--- config.mk ---
export PLATFORM = sky130hd
export DESIGN_NAME = smpt_page_ctrl
export DESIGN_NICKNAME = d
export VERILOG_FILES = /design/src/verilog/smpt_page_ctrl.v
export VERILOG_INCLUDE_DIRS = /design/src /design/src/verilog
export SDC_FILE = /design/constraint.sdc
export NUM_CORES = 2
export LEC_CHECK = 0
export BUFFER_PORTS_ARGS = -buffer_cell sky130_fd_sc_hd__buf_2
export CAP_MARGIN = 25
export CELL_PAD_IN_SITES_DETAIL_PLACEMENT = 0
export CELL_PAD_IN_SITES_GLOBAL_PLACEMENT = 1
export CORE_MARGIN = 2
export CORE_UTILIZATION = 52
export DETAILED_ROUTE_END_ITERATION = 16
export MAX_ROUTING_LAYER = met4
export PLACE_DENSITY = 0.87
export SETUP_SLACK_MARGIN = 0.5
export SYNTH_ARGS = -nofsm -noshare
export SYNTH_HDL_FRONTEND = slang
export SYNTH_SLANG_ARGS = --single-unit
--- constraint.sdc ---
create_clock -name clk_i -period 8.55 [get_ports clk_i]
set_input_delay 1.71 -clock clk_i [delete_from_list [all_inputs] [get_ports clk_i]]
set_output_delay 1.71 -clock clk_i [all_outputs]
set_load 0.05 [all_outputs]
--- src/verilog/smpt_page_ctrl_map.vh ---
// constants of the static memory page-mode timing block
// assumes: included by the controller file only, by bare name
`ifndef SMPT_PAGE_CTRL_MAP_VH
`define SMPT_PAGE_CTRL_MAP_VH

// register slot per chip select and offsets within the slot
`define SMPT_CS_STRIDE      8'h10
`define SMPT_OFS_SETUP      2'h0
`define SMPT_OFS_PULSE      2'h1
`define SMPT_OFS_CYCLE      2'h2
`define SMPT_OFS_MODE       2'h3
`define SMPT_NUM_CS         4

// reset values
`define SMPT_RST_SETUP      32'h01010101
`define SMPT_RST_PULSE      32'h01010101
`define SMPT_RST_CYCLE      32'h00030003
`define SMPT_RST_MODE       32'h10002103

// writable bits, reserved bits read as zero
`define SMPT_MSK_SETUP      32'h3F3F3F3F
`define SMPT_MSK_PULSE      32'h7F7F7F7F
`define SMPT_MSK_CYCLE      32'h01FF01FF
`define SMPT_MSK_MODE       32'h311F3133

// field positions (low bit)
`define SMPT_F_RD_CS        24
`define SMPT_F_RD_ST        16
`define SMPT_F_WR_CS        8
`define SMPT_F_WR_ST        0
`define SMPT_F_RDCYC        16
`define SMPT_F_WRCYC        0
`define SMPT_F_PS           28
`define SMPT_F_PAGE_MODE_ON         24
`define SMPT_F_DBW          12
`define SMPT_F_BAT          8
`define SMPT_F_RDMODE       0

// fixed slow clock waveform set, in cycles
`define SMPT_SLOW_RD_ST_SU  10'h001
`define SMPT_SLOW_RD_ST_PL  10'h001
`define SMPT_SLOW_RD_CS_SU  10'h000
`define SMPT_SLOW_RD_CS_PL  10'h002
`define SMPT_SLOW_RD_CYC    10'h002
`define SMPT_SLOW_WR_ST_SU  10'h001
`define SMPT_SLOW_WR_ST_PL  10'h001
`define SMPT_SLOW_WR_CS_SU  10'h000
`define SMPT_SLOW_WR_CS_PL  10'h003
`define SMPT_SLOW_WR_CYC    10'h003

// bus answers
`define SMPT_RESP_OKAY      2'h0
`define SMPT_RESP_SLVERR    2'h2

`endif
--- src/verilog/smpt_page_ctrl.v ---
// static memory controller core: timing register file, standard
// read/write waveforms, asynchronous page-mode reads, slow clock set
// assumes: one clock, AXI4-Lite master on the register side, one
// requester on the access side, memory data pins behind 2-flop sync
//
// Function
// RQ1 - leaving slow clock, finish transfer with slow set
// RQ2 - page reads only when page mode enabled
// RQ3 - pages aligned to their own size
// RQ4 - upper address selects page, lower byte
// RQ5 - sixteen-bit memories ignore address bit zero
// RQ6 - page reads hold strobe and select low
// RQ7 - first read uses select pulse, next strobe pulse
// RQ8 - read mode, setups, cycle unused in page
// RQ9 - no timing coherency check on pulses
// RQ10 - byte lane kind stays active in page
// RQ11 - software keeps external wait off in page
// RQ12 - same select and page keeps page open
// RQ13 - new select or page starts new page
// RQ14 - intervening access breaks the page
// RQ15 - four registers per select, sixteen-byte slots
// RQ16 - mode register write applies the timing set
// RQ17 - setup length is 128*top plus low five
// RQ18 - pulse length is 256*top plus low six
// RQ19 - software programs read pulses at least one
// RQ20 - page size code 0..3 gives 4..32 bytes
// RQ21 - slow clock request forces fixed waveforms
// RQ22 - reset or disable leaves no open page; a page read in flight at the mode write still reopens it when it ends
`timescale 1ns/10ps
`include "smpt_page_ctrl_map.vh"

module smpt_page_ctrl (
  input  wire        clk_i,
  input  wire        rstn_i,
  // AXI4-Lite register slave
  input  wire [7:0]  s_axi_awaddr_i,
  input  wire        s_axi_awvalid_i,
  output wire        s_axi_awready_o,
  input  wire [31:0] s_axi_wdata_i,
  input  wire [3:0]  s_axi_wstrb_i,
  input  wire        s_axi_wvalid_i,
  output wire        s_axi_wready_o,
  output wire [1:0]  s_axi_bresp_o,
  output wire        s_axi_bvalid_o,
  input  wire        s_axi_bready_i,
  input  wire [7:0]  s_axi_araddr_i,
  input  wire        s_axi_arvalid_i,
  output wire        s_axi_arready_o,
  output wire [31:0] s_axi_rdata_o,
  output wire [1:0]  s_axi_rresp_o,
  output wire        s_axi_rvalid_o,
  input  wire        s_axi_rready_i,
  // access requests from the system side
  input  wire        req_valid_i,
  output wire        req_ready_o,
  input  wire        req_write_i,
  input  wire [1:0]  req_cs_i,
  input  wire [23:0] req_addr_i,
  input  wire [1:0]  req_be_i,
  input  wire [15:0] req_wdata_i,
  output wire        resp_valid_o,
  output wire [15:0] resp_rdata_o,
  input  wire        other_access_i,
  input  wire        slow_clk_req_i,
  // memory pins
  output wire [3:0]  chip_select_n_o,
  output wire        read_strobe_n_o,
  output wire        write_strobe_n_o,
  output wire [1:0]  byte_sel_n_o,
  output wire [23:0] mem_addr_o,
  output wire [15:0] mem_data_o,
  output wire        mem_data_oe_o,
  input  wire [15:0] mem_data_i
);

  // ---------------------------------------------------------------
  // length decoding
  // ---------------------------------------------------------------
  function [9:0] setup_len;
    input [5:0] f;
    setup_len = {2'b00, f[5], 2'h0, f[4:0]};    // [RQ17]
  endfunction

  function [9:0] pulse_len;
    input [6:0] f;
    pulse_len = {1'b0, f[6], 2'h0, f[5:0]};     // [RQ18]
  endfunction

  function [9:0] cycle_len;
    input [8:0] f;
    cycle_len = {f[8:7], 1'b0, f[6:0]};
  endfunction

  // page address mask: 4 << size code bytes per page
  function [23:0] page_mask;
    input [1:0] ps;
    case (ps)
      2'h0:    page_mask = 24'hFFFFFC;          // [RQ20] [RQ4]
      2'h1:    page_mask = 24'hFFFFF8;
      2'h2:    page_mask = 24'hFFFFF0;
      default: page_mask = 24'hFFFFE0;
    endcase
  endfunction

  localparam [1:0] S_IDLE  = 2'h0;
  localparam [1:0] S_STD   = 2'h1;
  localparam [1:0] S_PAGE  = 2'h2;
  localparam [1:0] S_BREAK = 2'h3;

  // ---------------------------------------------------------------
  // register file
  // ---------------------------------------------------------------
  reg  [31:0] prog_reg [0:15];      // index = cs*4 + register
  reg  [31:0] act_setup_reg [0:3];  // timing in force per select
  reg  [31:0] act_pulse_reg [0:3];
  reg  [31:0] act_cycle_reg [0:3];
  reg         aw_got_reg;
  reg         w_got_reg;
  reg  [7:0]  aw_addr_reg;
  reg  [31:0] w_data_reg;
  reg  [3:0]  w_strb_reg;
  reg         bvalid_reg;
  reg  [1:0]  bresp_reg;
  reg         rvalid_reg;
  reg  [1:0]  rresp_reg;
  reg  [31:0] rdata_reg;
  wire        wr_fire = aw_got_reg & w_got_reg & ~bvalid_reg;
  wire        wr_map  = (aw_addr_reg[7:6] == 2'h0);
  wire [3:0]  wr_idx  = aw_addr_reg[5:2];
  wire        mode_wr = wr_fire & wr_map &
                        (wr_idx[1:0] == `SMPT_OFS_MODE);
  reg  [31:0] msk;
  reg  [31:0] wmerge;
  integer     i;
  integer     j;                    // reset loop only, one driver each

  assign s_axi_awready_o = ~aw_got_reg & ~bvalid_reg;
  assign s_axi_wready_o  = ~w_got_reg & ~bvalid_reg;
  assign s_axi_bvalid_o  = bvalid_reg;
  assign s_axi_bresp_o   = bresp_reg;
  assign s_axi_arready_o = ~rvalid_reg;
  assign s_axi_rvalid_o  = rvalid_reg;
  assign s_axi_rresp_o   = rresp_reg;
  assign s_axi_rdata_o   = rdata_reg;

  // byte-lane merge with reserved bits forced to zero
  always @* begin
    case (wr_idx[1:0])
      `SMPT_OFS_SETUP: msk = `SMPT_MSK_SETUP;
      `SMPT_OFS_PULSE: msk = `SMPT_MSK_PULSE;
      `SMPT_OFS_CYCLE: msk = `SMPT_MSK_CYCLE;
      default:         msk = `SMPT_MSK_MODE;
    endcase
    wmerge = prog_reg[wr_idx];
    for (i = 0; i < 4; i = i + 1) begin
      if (w_strb_reg[i]) begin
        wmerge[i*8 +: 8] = w_data_reg[i*8 +: 8];
      end
    end
    wmerge = wmerge & msk;
  end

  // address and data channels taken in either order, one at a time
  always @(posedge clk_i) begin
    if (!rstn_i) begin
      aw_got_reg <= 1'b0;
      w_got_reg  <= 1'b0;
      aw_addr_reg <= 8'h00;
      w_data_reg <= 32'h00000000;
      w_strb_reg <= 4'h0;
      bvalid_reg <= 1'b0;
      bresp_reg  <= `SMPT_RESP_OKAY;
      rvalid_reg <= 1'b0;
      rresp_reg  <= `SMPT_RESP_OKAY;
      rdata_reg  <= 32'h00000000;
      for (j = 0; j < 4; j = j + 1) begin
        prog_reg[j*4]     <= `SMPT_RST_SETUP;    // [RQ15]
        prog_reg[j*4 + 1] <= `SMPT_RST_PULSE;
        prog_reg[j*4 + 2] <= `SMPT_RST_CYCLE;
        prog_reg[j*4 + 3] <= `SMPT_RST_MODE;
        act_setup_reg[j]  <= `SMPT_RST_SETUP;
        act_pulse_reg[j]  <= `SMPT_RST_PULSE;
        act_cycle_reg[j]  <= `SMPT_RST_CYCLE;
      end
    end else begin
      if (s_axi_awvalid_i && !aw_got_reg && !bvalid_reg) begin
        aw_got_reg  <= 1'b1;
        aw_addr_reg <= s_axi_awaddr_i;
      end
      if (s_axi_wvalid_i && !w_got_reg && !bvalid_reg) begin
        w_got_reg  <= 1'b1;
        w_data_reg <= s_axi_wdata_i;
        w_strb_reg <= s_axi_wstrb_i;
      end
      if (wr_fire) begin
        aw_got_reg <= 1'b0;
        w_got_reg  <= 1'b0;
        bvalid_reg <= 1'b1;
        bresp_reg  <= wr_map ? `SMPT_RESP_OKAY : `SMPT_RESP_SLVERR;
        if (wr_map) begin
          prog_reg[wr_idx] <= wmerge;
        end
      end else if (bvalid_reg && s_axi_bready_i) begin
        bvalid_reg <= 1'b0;
      end
      // timing set takes effect only on the mode write
      if (mode_wr) begin                                   // [RQ16]
        act_setup_reg[wr_idx[3:2]] <= prog_reg[{wr_idx[3:2], 2'h0}];
        act_pulse_reg[wr_idx[3:2]] <= prog_reg[{wr_idx[3:2], 2'h1}];
        act_cycle_reg[wr_idx[3:2]] <= prog_reg[{wr_idx[3:2], 2'h2}];
      end
      if (s_axi_arvalid_i && !rvalid_reg) begin
        rvalid_reg <= 1'b1;
        if (s_axi_araddr_i[7:6] == 2'h0) begin
          rdata_reg <= prog_reg[s_axi_araddr_i[5:2]];
          rresp_reg <= `SMPT_RESP_OKAY;
        end else begin
          rdata_reg <= 32'h00000000;
          rresp_reg <= `SMPT_RESP_SLVERR;
        end
      end else if (rvalid_reg && s_axi_rready_i) begin
        rvalid_reg <= 1'b0;
      end
    end
  end

  // ---------------------------------------------------------------
  // access sequencer
  // ---------------------------------------------------------------
  reg  [15:0] din_meta_reg;
  reg  [15:0] din_sync_reg;
  reg  [1:0]  state_reg;
  reg  [9:0]  cnt_reg;
  reg         cur_write_reg;
  reg  [1:0]  cur_cs_reg;
  reg  [23:0] cur_addr_reg;
  reg  [1:0]  cur_be_reg;
  reg  [15:0] cur_wdata_reg;
  reg  [9:0]  cs_su_reg;
  reg  [9:0]  cs_pl_reg;
  reg  [9:0]  st_su_reg;
  reg  [9:0]  st_pl_reg;
  reg  [9:0]  cyc_reg;
  reg         ctl_strobe_reg;    // read controlled by strobe
  reg         page_open_reg;
  reg  [1:0]  page_cs_reg;
  reg  [23:0] page_addr_reg;
  reg         resp_valid_reg;
  reg  [15:0] resp_rdata_reg;

  wire [31:0] r_mode  = prog_reg[{req_cs_i, `SMPT_OFS_MODE}];
  wire [31:0] r_setup = act_setup_reg[req_cs_i];
  wire [31:0] r_pulse = act_pulse_reg[req_cs_i];
  wire [31:0] r_cycle = act_cycle_reg[req_cs_i];
  wire        r_page_mode_on  = r_mode[`SMPT_F_PAGE_MODE_ON];
  wire [23:0] r_mask  = page_mask(r_mode[`SMPT_F_PS +: 2]);
  // page reads only with page mode on and normal clock
  wire        r_page  = ~req_write_i & r_page_mode_on & ~slow_clk_req_i; // [RQ2]
  // same select and same page bits, sequential or not
  wire        r_hit   = page_open_reg & (req_cs_i == page_cs_reg) &
                        ((req_addr_i & r_mask) ==
                         (page_addr_reg & r_mask));  // [RQ3] [RQ12]
  wire        accept  = req_valid_i & req_ready_o;
  wire [9:0]  r_first = pulse_len(r_pulse[`SMPT_F_RD_CS +: 7]);
  wire [9:0]  r_next  = pulse_len(r_pulse[`SMPT_F_RD_ST +: 7]);
  wire [9:0]  r_plen  = r_hit ? r_next : r_first;   // [RQ7] [RQ9]
  wire [9:0]  std_end = (cyc_reg == 10'h000) ? 10'h000 :
                        (cyc_reg - 10'h001);
  wire [9:0]  ctl_su  = ctl_strobe_reg ? st_su_reg : cs_su_reg;
  wire [9:0]  ctl_pl  = ctl_strobe_reg ? st_pl_reg : cs_pl_reg;
  wire [9:0]  ctl_end = ctl_su + ((ctl_pl == 10'h000) ? 10'h000 :
                        (ctl_pl - 10'h001));
  wire [9:0]  pg_end  = (cs_pl_reg == 10'h000) ? 10'h000 :
                        (cs_pl_reg - 10'h001);
  // a new access that is not a page hit must see the select drop
  wire        closing = page_open_reg &
                        (other_access_i | (req_valid_i &
                         ~(r_page & r_hit)));        // [RQ13] [RQ14]

  assign req_ready_o  = (state_reg == S_IDLE) & ~closing;
  assign resp_valid_o = resp_valid_reg;
  assign resp_rdata_o = resp_rdata_reg;

  // memory data pins pass two flops before use
  always @(posedge clk_i) begin
    if (!rstn_i) begin
      din_meta_reg <= 16'h0000;
      din_sync_reg <= 16'h0000;
    end else begin
      din_meta_reg <= mem_data_i;
      din_sync_reg <= din_meta_reg;
    end
  end

  // sequencer; timing set is frozen when the access is taken, so a
  // slow clock request that drops mid-access does not change it
  always @(posedge clk_i) begin
    if (!rstn_i) begin
      state_reg      <= S_IDLE;
      cnt_reg        <= 10'h000;
      cur_write_reg  <= 1'b0;
      cur_cs_reg     <= 2'h0;
      cur_addr_reg   <= 24'h000000;
      cur_be_reg     <= 2'h0;
      cur_wdata_reg  <= 16'h0000;
      cs_su_reg      <= 10'h000;
      cs_pl_reg      <= 10'h000;
      st_su_reg      <= 10'h000;
      st_pl_reg      <= 10'h000;
      cyc_reg        <= 10'h000;
      ctl_strobe_reg <= 1'b0;
      page_open_reg  <= 1'b0;                              // [RQ22]
      page_cs_reg    <= 2'h0;
      page_addr_reg  <= 24'h000000;
      resp_valid_reg <= 1'b0;
      resp_rdata_reg <= 16'h0000;
    end else begin
      resp_valid_reg <= 1'b0;
      // new timing or page mode turned off: forget the open page, which a page read in flight still reopens when it ends
      if (mode_wr || (closing && state_reg == S_IDLE)) begin
        page_open_reg <= 1'b0;                             // [RQ22]
      end
      case (state_reg)
        S_IDLE: begin
          if (closing) begin
            state_reg <= S_BREAK;
          end else if (accept) begin
            cur_write_reg <= req_write_i;
            cur_cs_reg    <= req_cs_i;
            cur_addr_reg  <= req_addr_i;
            cur_be_reg    <= req_be_i;
            cur_wdata_reg <= req_wdata_i;
            cnt_reg       <= 10'h000;
            ctl_strobe_reg <= r_mode[`SMPT_F_RDMODE];
            if (r_page) begin
              // setups, cycle and read mode play no part here
              cs_pl_reg <= r_plen;                         // [RQ8]
              state_reg <= S_PAGE;
            end else if (slow_clk_req_i) begin
              state_reg <= S_STD;                          // [RQ21]
              ctl_strobe_reg <= 1'b1;
              if (req_write_i) begin
                cs_su_reg <= `SMPT_SLOW_WR_CS_SU;
                cs_pl_reg <= `SMPT_SLOW_WR_CS_PL;
                st_su_reg <= `SMPT_SLOW_WR_ST_SU;
                st_pl_reg <= `SMPT_SLOW_WR_ST_PL;
                cyc_reg   <= `SMPT_SLOW_WR_CYC;
              end else begin
                cs_su_reg <= `SMPT_SLOW_RD_CS_SU;
                cs_pl_reg <= `SMPT_SLOW_RD_CS_PL;
                st_su_reg <= `SMPT_SLOW_RD_ST_SU;
                st_pl_reg <= `SMPT_SLOW_RD_ST_PL;
                cyc_reg   <= `SMPT_SLOW_RD_CYC;
              end
            end else begin
              state_reg <= S_STD;
              if (req_write_i) begin
                cs_su_reg <= setup_len(r_setup[`SMPT_F_WR_CS +: 6]);
                cs_pl_reg <= pulse_len(r_pulse[`SMPT_F_WR_CS +: 7]);
                st_su_reg <= setup_len(r_setup[`SMPT_F_WR_ST +: 6]);
                st_pl_reg <= pulse_len(r_pulse[`SMPT_F_WR_ST +: 7]);
                cyc_reg   <= cycle_len(r_cycle[`SMPT_F_WRCYC +: 9]);
              end else begin
                cs_su_reg <= setup_len(r_setup[`SMPT_F_RD_CS +: 6]);
                cs_pl_reg <= r_first;
                st_su_reg <= setup_len(r_setup[`SMPT_F_RD_ST +: 6]);
                st_pl_reg <= r_next;
                cyc_reg   <= cycle_len(r_cycle[`SMPT_F_RDCYC +: 9]);
              end
            end
          end
        end
        S_STD: begin
          // slow set stays in force to the end of this access
          if (!cur_write_reg && cnt_reg == ctl_end) begin  // [RQ1]
            resp_rdata_reg <= din_sync_reg;
          end
          if (cnt_reg >= std_end) begin
            state_reg      <= S_IDLE;
            resp_valid_reg <= 1'b1;
          end else begin
            cnt_reg <= cnt_reg + 10'h001;
          end
        end
        S_PAGE: begin
          // no check that first length exceeds the later one
          if (cnt_reg >= pg_end) begin                     // [RQ9]
            resp_rdata_reg <= din_sync_reg;
            resp_valid_reg <= 1'b1;
            state_reg      <= S_IDLE;
            page_open_reg  <= 1'b1;
            page_cs_reg    <= cur_cs_reg;
            page_addr_reg  <= cur_addr_reg;
          end else begin
            cnt_reg <= cnt_reg + 10'h001;
          end
        end
        default: begin
          // one cycle with every select high between accesses
          state_reg <= S_IDLE;                             // [RQ14]
        end
      endcase
    end
  end

  // ---------------------------------------------------------------
  // pin drive, registered
  // ---------------------------------------------------------------
  reg  [3:0]  cs_n_reg;
  reg         rd_n_reg;
  reg         wr_n_reg;
  reg  [1:0]  bsel_n_reg;
  reg  [23:0] addr_reg;
  reg  [15:0] dout_reg;
  reg         doe_reg;
  reg         cs_on;
  reg         st_on;
  reg         pg_on;
  wire [31:0] c_mode = prog_reg[{cur_cs_reg, `SMPT_OFS_MODE}];
  wire        c_16   = (c_mode[`SMPT_F_DBW +: 2] == 2'h1);
  wire        c_bsel = ~c_mode[`SMPT_F_BAT];

  always @* begin
    cs_on = (state_reg == S_STD) & (cnt_reg >= cs_su_reg) &
            (cnt_reg < cs_su_reg + cs_pl_reg);
    st_on = (state_reg == S_STD) & (cnt_reg >= st_su_reg) &
            (cnt_reg < st_su_reg + st_pl_reg);
    // select and strobe low together for the whole page run
    pg_on = (state_reg == S_PAGE) |
            ((state_reg == S_IDLE) & page_open_reg & ~closing); // [RQ6]
  end

  // pins lag the sequencer by one cycle, same for every signal
  always @(posedge clk_i) begin
    if (!rstn_i) begin
      cs_n_reg   <= 4'hF;
      rd_n_reg   <= 1'b1;
      wr_n_reg   <= 1'b1;
      bsel_n_reg <= 2'h3;
      addr_reg   <= 24'h000000;
      dout_reg   <= 16'h0000;
      doe_reg    <= 1'b0;
    end else begin
      cs_n_reg <= 4'hF;
      if (cs_on || pg_on) begin
        cs_n_reg[cur_cs_reg] <= 1'b0;
      end
      rd_n_reg <= ~((st_on & ~cur_write_reg) | pg_on);
      wr_n_reg <= ~(st_on & cur_write_reg);
      // byte select follows the select; byte write follows strobe
      if (c_16 && c_bsel) begin                            // [RQ10]
        bsel_n_reg <= ~(cur_be_reg & {2{cs_on | pg_on}});
      end else if (c_16) begin
        bsel_n_reg <= ~(cur_be_reg & {2{st_on & cur_write_reg}});
      end else begin
        bsel_n_reg <= 2'h3;
      end
      addr_reg <= {cur_addr_reg[23:1],
                   cur_addr_reg[0] & ~c_16};               // [RQ5]
      dout_reg <= cur_wdata_reg;
      doe_reg  <= cs_on & cur_write_reg;
    end
  end

  assign chip_select_n_o  = cs_n_reg;
  assign read_strobe_n_o  = rd_n_reg;
  assign write_strobe_n_o = wr_n_reg;
  assign byte_sel_n_o     = bsel_n_reg;
  assign mem_addr_o       = addr_reg;
  assign mem_data_o       = dout_reg;
  assign mem_data_oe_o    = doe_reg;

endmodule // smpt_page_ctrl

=== Yosys cells after proc, flatten, opt, wreduce, memory -nomap -nowiden ===
Memory sizes are Yosys's and may differ from the RTL's. A register that Yosys moved wholly into a read port is not among the register bits.
Index checks and enable logic that the tools add are counted.

* Register bits after elaboration: 317
* Bits in latches: 0
* Bits in writable memories: 896
* Memory bits (read-only): 0
* Bits of input ports: 123
* Output and inout port bits: 108
* Word-level logic and storage cells: 256
* Memories: 4

* $add $sub $neg: 7
* Multiply operators: 0
* Div/mod/pow operators: 0
* Order comparisons: 8
* Equality and inequality tests: 19
* Shifts and indexed selects: 0
* Mux-type cells: 87
* Bitwise operators: 52
* Reductions and logical operators: 42

{| class="wikitable"
|+ Memory list
! name !! depth !! width !! rd ports !! clocked after memory_dff !! write ports !! RTL line !! text
|-
| prog_reg || 16 || 32 || 7 || 5 || 16 || smpt_page_ctrl.v:113 || <nowiki>reg [31:0] prog_reg [0:15];</nowiki>
|-
| act_cycle_reg || 4 || 32 || 1 || 0 || 4 || smpt_page_ctrl.v:116 || <nowiki>reg [31:0] act_cycle_reg [0:3];</nowiki>
|-
| act_pulse_reg || 4 || 32 || 1 || 0 || 4 || smpt_page_ctrl.v:115 || <nowiki>reg [31:0] act_pulse_reg [0:3];</nowiki>
|-
| act_setup_reg || 4 || 32 || 1 || 0 || 4 || smpt_page_ctrl.v:114 || <nowiki>reg [31:0] act_setup_reg [0:3];</nowiki>
|}

{| class="wikitable"
|+ Operators by type and width
! cell !! count
|-
| $mux W32 || 5
|-
| $mux W10 || 13
|-
| $reduce_or A32 Y1 || 4
|-
| $pmux W31 S3 || 1
|-
| $mux W8 || 8
|-
| $and A24 B24 Y24 || 2
|-
| $mux W4 || 11
|-
| $ge A10 B10 Y1 || 4
|-
| $mux W9 || 4
|-
| $and A32 B32 Y32 || 1
|-
| $mux W16 || 2
|-
| $pmux W16 S2 || 1
|-
| $add A10 B10 Y10 || 3
|-
| $logic_not A10 Y1 || 3
|-
| $pmux W10 S3 || 1
|-
| $sub A10 B1 Y10 const B || 3
|-
| $and A1 B1 Y1 || 25
|-
| $mux W1 || 25
|-
| $eq A24 B24 Y1 || 1
|-
| $mux W2 || 12
|-
| $lt A10 B10 Y1 || 2
|-
| $not A1 Y1 || 15
|-
| $pmux W5 S3 || 1
|-
| $ne A2 B2 Y1 const B || 7
|-
| 26 further kinds || 61
|}

=== Longest topological paths before layout ===
An unclocked memory read counts as a cell.

* Depth after elaboration: 18
* Mapped depth: 20
* Gate-level depth less buffers: 16

=== Worst setup path before layout ===
OpenSTA, ideal clock, no wires.

* Path type: register to register
* Start: register bvalid_reg (netlist: s_axi_bvalid_o)
* End: memory act_cycle_reg[3][0], enable pin
* Library setup time: 0.595 ns
* Arrival: 6.285 ns
* Required time: 7.955 ns
* Path slack: 1.670 ns
* Stages on the path, launching flop included: 6
* Path buffers: 0
* Period minus slack after synthesis: 6.880 ns
* Cell sequence: dfxtp_1 -> nand2b_1 -> or2_2 -> nor3_1 -> nand2_1 -> o21ai_0

{| class="wikitable"
|+ RTL lines
! what !! RTL line !! text
|-
| start: declaration || smpt_page_ctrl.v:122 || <nowiki>reg bvalid_reg;</nowiki>
|-
| start signal: assignment || smpt_page_ctrl.v:171 || <nowiki>bvalid_reg <= 1'b0;</nowiki>
|-
| start signal: assignment || smpt_page_ctrl.v:198 || <nowiki>bvalid_reg <= 1'b1;</nowiki>
|-
| start signal: assignment || smpt_page_ctrl.v:204 || <nowiki>bvalid_reg <= 1'b0;</nowiki>
|-
| end: declaration || smpt_page_ctrl.v:116 ||
|}

=== Worst setup path after layout ===
* Start: input req_cs_i[1]
* End: output req_ready_o

* Cells in the longest elaborated chain, start to end: 13
* Elaborated cells between the ends (all ways): 20
* Those cells by class: eq/ne: 4; mux: 1; bitwise: 13; reduce/logical: 1; memory: 1

{| class="wikitable"
|+ RTL lines
! what !! RTL line !! text
|-
| start: declaration || smpt_page_ctrl.v:57 || <nowiki>input wire [1:0] req_cs_i,</nowiki>
|-
| $mem_v2 Z16 W32 || - ||
|-
| $eq A2 B2 Y1 (tied with other cells) || smpt_page_ctrl.v:97 || <nowiki>case (ps)</nowiki>
|-
| $pmux W5 S3 || smpt_page_ctrl.v:97 ||
|-
| $and A24 B24 Y24, on equally long branches || smpt_page_ctrl.v:261, smpt_page_ctrl.v:262 ||
|-
| $eq A24 B24 Y1 || smpt_page_ctrl.v:261 || <nowiki>((req_addr_i & r_mask) ==</nowiki>
|-
| $and A1 B1 Y1 || smpt_page_ctrl.v:260 || <nowiki>wire r_hit = page_open_reg & (req_cs_i == page_cs_reg) &</nowiki>
|-
| $and A1 B1 Y1 (*) || smpt_page_ctrl.v:278 || <nowiki>~(r_page & r_hit)));</nowiki>
|-
| $not A1 Y1 (*) || smpt_page_ctrl.v:278 ||
|-
| $and A1 B1 Y1 (*) || smpt_page_ctrl.v:277 || <nowiki>(other_access_i | (req_valid_i &</nowiki>
|-
| $or A1 B1 Y1 (*) || smpt_page_ctrl.v:277 ||
|-
| $and A1 B1 Y1 (*) || smpt_page_ctrl.v:276 || <nowiki>wire closing = page_open_reg &</nowiki>
|-
| $not A1 Y1 (no source line) (*) || - ||
|-
| $and A1 B1 Y1 (*) || smpt_page_ctrl.v:280 || <nowiki>assign req_ready_o = (state_reg == S_IDLE) & ~closing;</nowiki>
|-
| end: declaration || smpt_page_ctrl.v:55 || <nowiki>output wire req_ready_o,</nowiki>
|}

Every way passes the cells marked *; elsewhere a longest branch is shown, timed or not.

==> qor.yml <==
global_route:
  grt_overflow: 0
  grt_max_degree: 121
  grt_usage: 0.308
  grt_pass1_vias: 33900
  antenna_found_initial: 9
  grt_pass1_wl_um: 223000
cts:
  clk_pin_slew_ns: 0.06
  cts_hold_buf: 0
  cts.path.max_buffers: 3
  cts_buffers: 107
  clock-root-buffer: "clkbuf_16"
  htreeDepth: 3
  cts_tree: "yes"
  cts_sinks: 1058
  clock_latency_ns: 0.74
  post_cts_buffers: 0
  postCtsResizedCells: 0
worst_setup_path:
  crit-reg2reg-launch: "ctl_strobe_reg"
  cp-end-kind: "primary output"
  start_kind: "input pin"
  worstSetupPathType: "in -> out"
  cp_slowest_stage_delay_ns: 0.45
  rrSetupSlack_ns: 3.65
  r2r_cells: 16
  critPathSlowestCell: "mux4_2"
  path_cells: "buf_4 > mux4_2 > o21a_1 > nor2_1 > nor4_2 > a21oi_1 > o21ai_0 > and2_1 > buf_2"
  cp.arrival_ns: 3.94
  worst-endpoint-required_ns: 6.84
  critPathMaxFanout: 33
  r2r-end: "resp_rdata_o[14]"
  cp-startpoint: "req_cs_i[1]"
power_and_ir_drop:
  power_density_nw_per_um2: 217
  peakVddDrop_uv: 198
  p_leak_nw: 20.4
floorplanning:
  rows: 115
  die-area_um2: 102000
  boundaryPins: 231
  die_y_um: 319
  die_w_um: 319
  start_util: 0.525
  core_um2: 98300
flow_run:
  drv.max_cap_violation_count: 0
route:
  vias_per_cell: 6.40
  vias: 34500
  post-route-drc-count: 0
  ant_nets: 0
  wl_um: 153000
  first_pass_iters: 6
  dr.first_iter.drc_count: 5042
  wl_per_cell_um: 28.3
timing:
  finalSetupViolations: 0
  worstMarginPinSlew_ns: 1.25
  tns_ns: 0
  fin_crit_ns: 5.65
  timing.final.crit_share: 0.660
  holdWs_ns: 0.431
  fmax_mhz: 177
  grt_setup_unrepaired: "no"
  final_max_slew_viol_count: 0
  slew_headroom: 0.170
  worst_clock_skew_ns: 0.0637
  hold_viol: 0
synth:
  syn_area_um2: 51600
  yosys_warnings: 0
  ys_seq_area_frac: 0.558
  synthCells: 3866
  synth_most_common_cell: "edfxtp_1"
  synth-edff-count: 760
  netlist_top_cells_area: "edfxtp_1 44%, mux4_2 19%, dfxtp_1 12%, nor2_1 4.1%, and2_1 3.0%"
  synth_top_area_frac: 0.442
  synth_seq_cells: 1058
  synth_top_area_cell: "edfxtp_1"
  synth-main-ff-cell: "edfxtp_1"
  netlist-cell-type-count: 72
  synth_area_per_cell_um2: 13.3
  async_flop_share: 0
  yosys-top-cells-count: "760 x edfxtp_1, 557 x nor2_1, 445 x mux4_2"
cells_and_area:
  layout.cells.non_filler: 5385
  largest_register_ffs: 480
  fin_area_um2: 57800
  syn_to_final_growth_pct: 12.0
  fin_nets: 4204
  drive_gt1_frac: 0.248
worst_hold_path:
  holdPathStages: 1
  min_to: "din_sync_reg[14]"
  hold_path_class: "reg -> reg"
  worstHoldStart: "din_meta_reg[14]"
status:
  run_status: "complete, no violations"
place:
  postPlaceCellArea_um2: 54100
  dp.cells: 5170
  dp_hpwl_um: 94000
  numPortBuffers: 220
  gp_congestion: 0.905
## worst max-delay path, delay by kind of cell
kind / cells / cell delay (ns)
AO/OA/AOI/OAI: 3 / 0.58
multiplexers: 1 / 0.45
buffers and inverters: 2 / 0.64
AND/OR/NAND/NOR: 3 / 0.54
## cells by family (layout without fill, tap and decap cells)
kind of cell	Yosys count	in the layout	share of synthesized area
compound gates	300	300	0.0359
xor+xnor	54	54	0.00917
fa+ha+maj	82	82	0.0203
buf+inv	366	570	0.0277
flops	1058	1058	0.558
mux	567	567	0.218
other cells	1	29	0.0000727
simple gates	1438	1438	0.130
## power by group
group | switching (W) | internal [W] | total [W]
logic | 0.00116 | 0.000725 | 0.00189
registers | 0.000182 | 0.00569 | 0.00587
clock network | 0.00207 | 0.00269 | 0.00475
## per-layer routing
layer  track usage  vias up  routed length, um
met5             -        -                  0
met4         0.131        0               7540
met3        0.0777      498              18300
met2         0.479     2293              72200
met1         0.386    17100              54400
li1              -    14600                  -
## cell usage in the layout (no fill, tap or decap), types with 12 or more instances in the layout
master,netlist,final
edfxtp_1,760,760
nor2_1,557,554
mux4_2,445,445
nand2_1,341,320
dfxtp_1,298,294
and2_1,249,248
buf_2,15,215
a21oi_1,146,146
mux2i_1,107,107
clkbuf_16,0,107
buf_4,4,91
ha_1,79,78
and3_1,62,62
nor3_1,59,57
inv_1,54,53
o21ai_0,39,37
xor2_1,32,32
a22oi_1,31,31
or2_2,29,30
clkbuf_1,231,28
nand2b_1,27,27
nand3_1,28,26
xnor2_1,22,22
conb_1,1,20
nand2_2,0,18
nor2b_1,17,17
mux2_2,15,15
or3_1,17,14
a21o_1,13,13
clkinv_2,0,13
nand4_1,12,12
clkinv_1,0,12
## cell type report
class	count	area (um^2)
clock inverters	52	627
diodes	9	22.5
flip-flops and latches	1058	28800
well taps	1287	1610
clock buffers	147	2930
multi-input cells	2461	21600
fillers	7579	40500
inverters	54	208
repair buffers	317	1970
## worst max-delay path by stage
stage	end	slack, ns	depth (start not counted)
floorplan	act_cycle_reg[3][0]	1.67	5
global placement	req_ready_o	2.15	9
detailed placement	act_pulse_reg[0][21]	2.40	7
CTS	req_ready_o	2.91	9
global route	req_ready_o	2.73	9
finish	req_ready_o	2.90	9
## stage by stage
stage                     worst slack [ns]  total power (W)  utilization
after floorplan                       1.67          0.00725            -
after global placement                2.15          0.00778        0.549
after detailed placement              2.40          0.00783        0.550
after CTS                             2.91           0.0125        0.586
after global routing                  2.73           0.0129        0.588
final                                 2.90           0.0125        0.588
(Power assumes the default switching activity.)
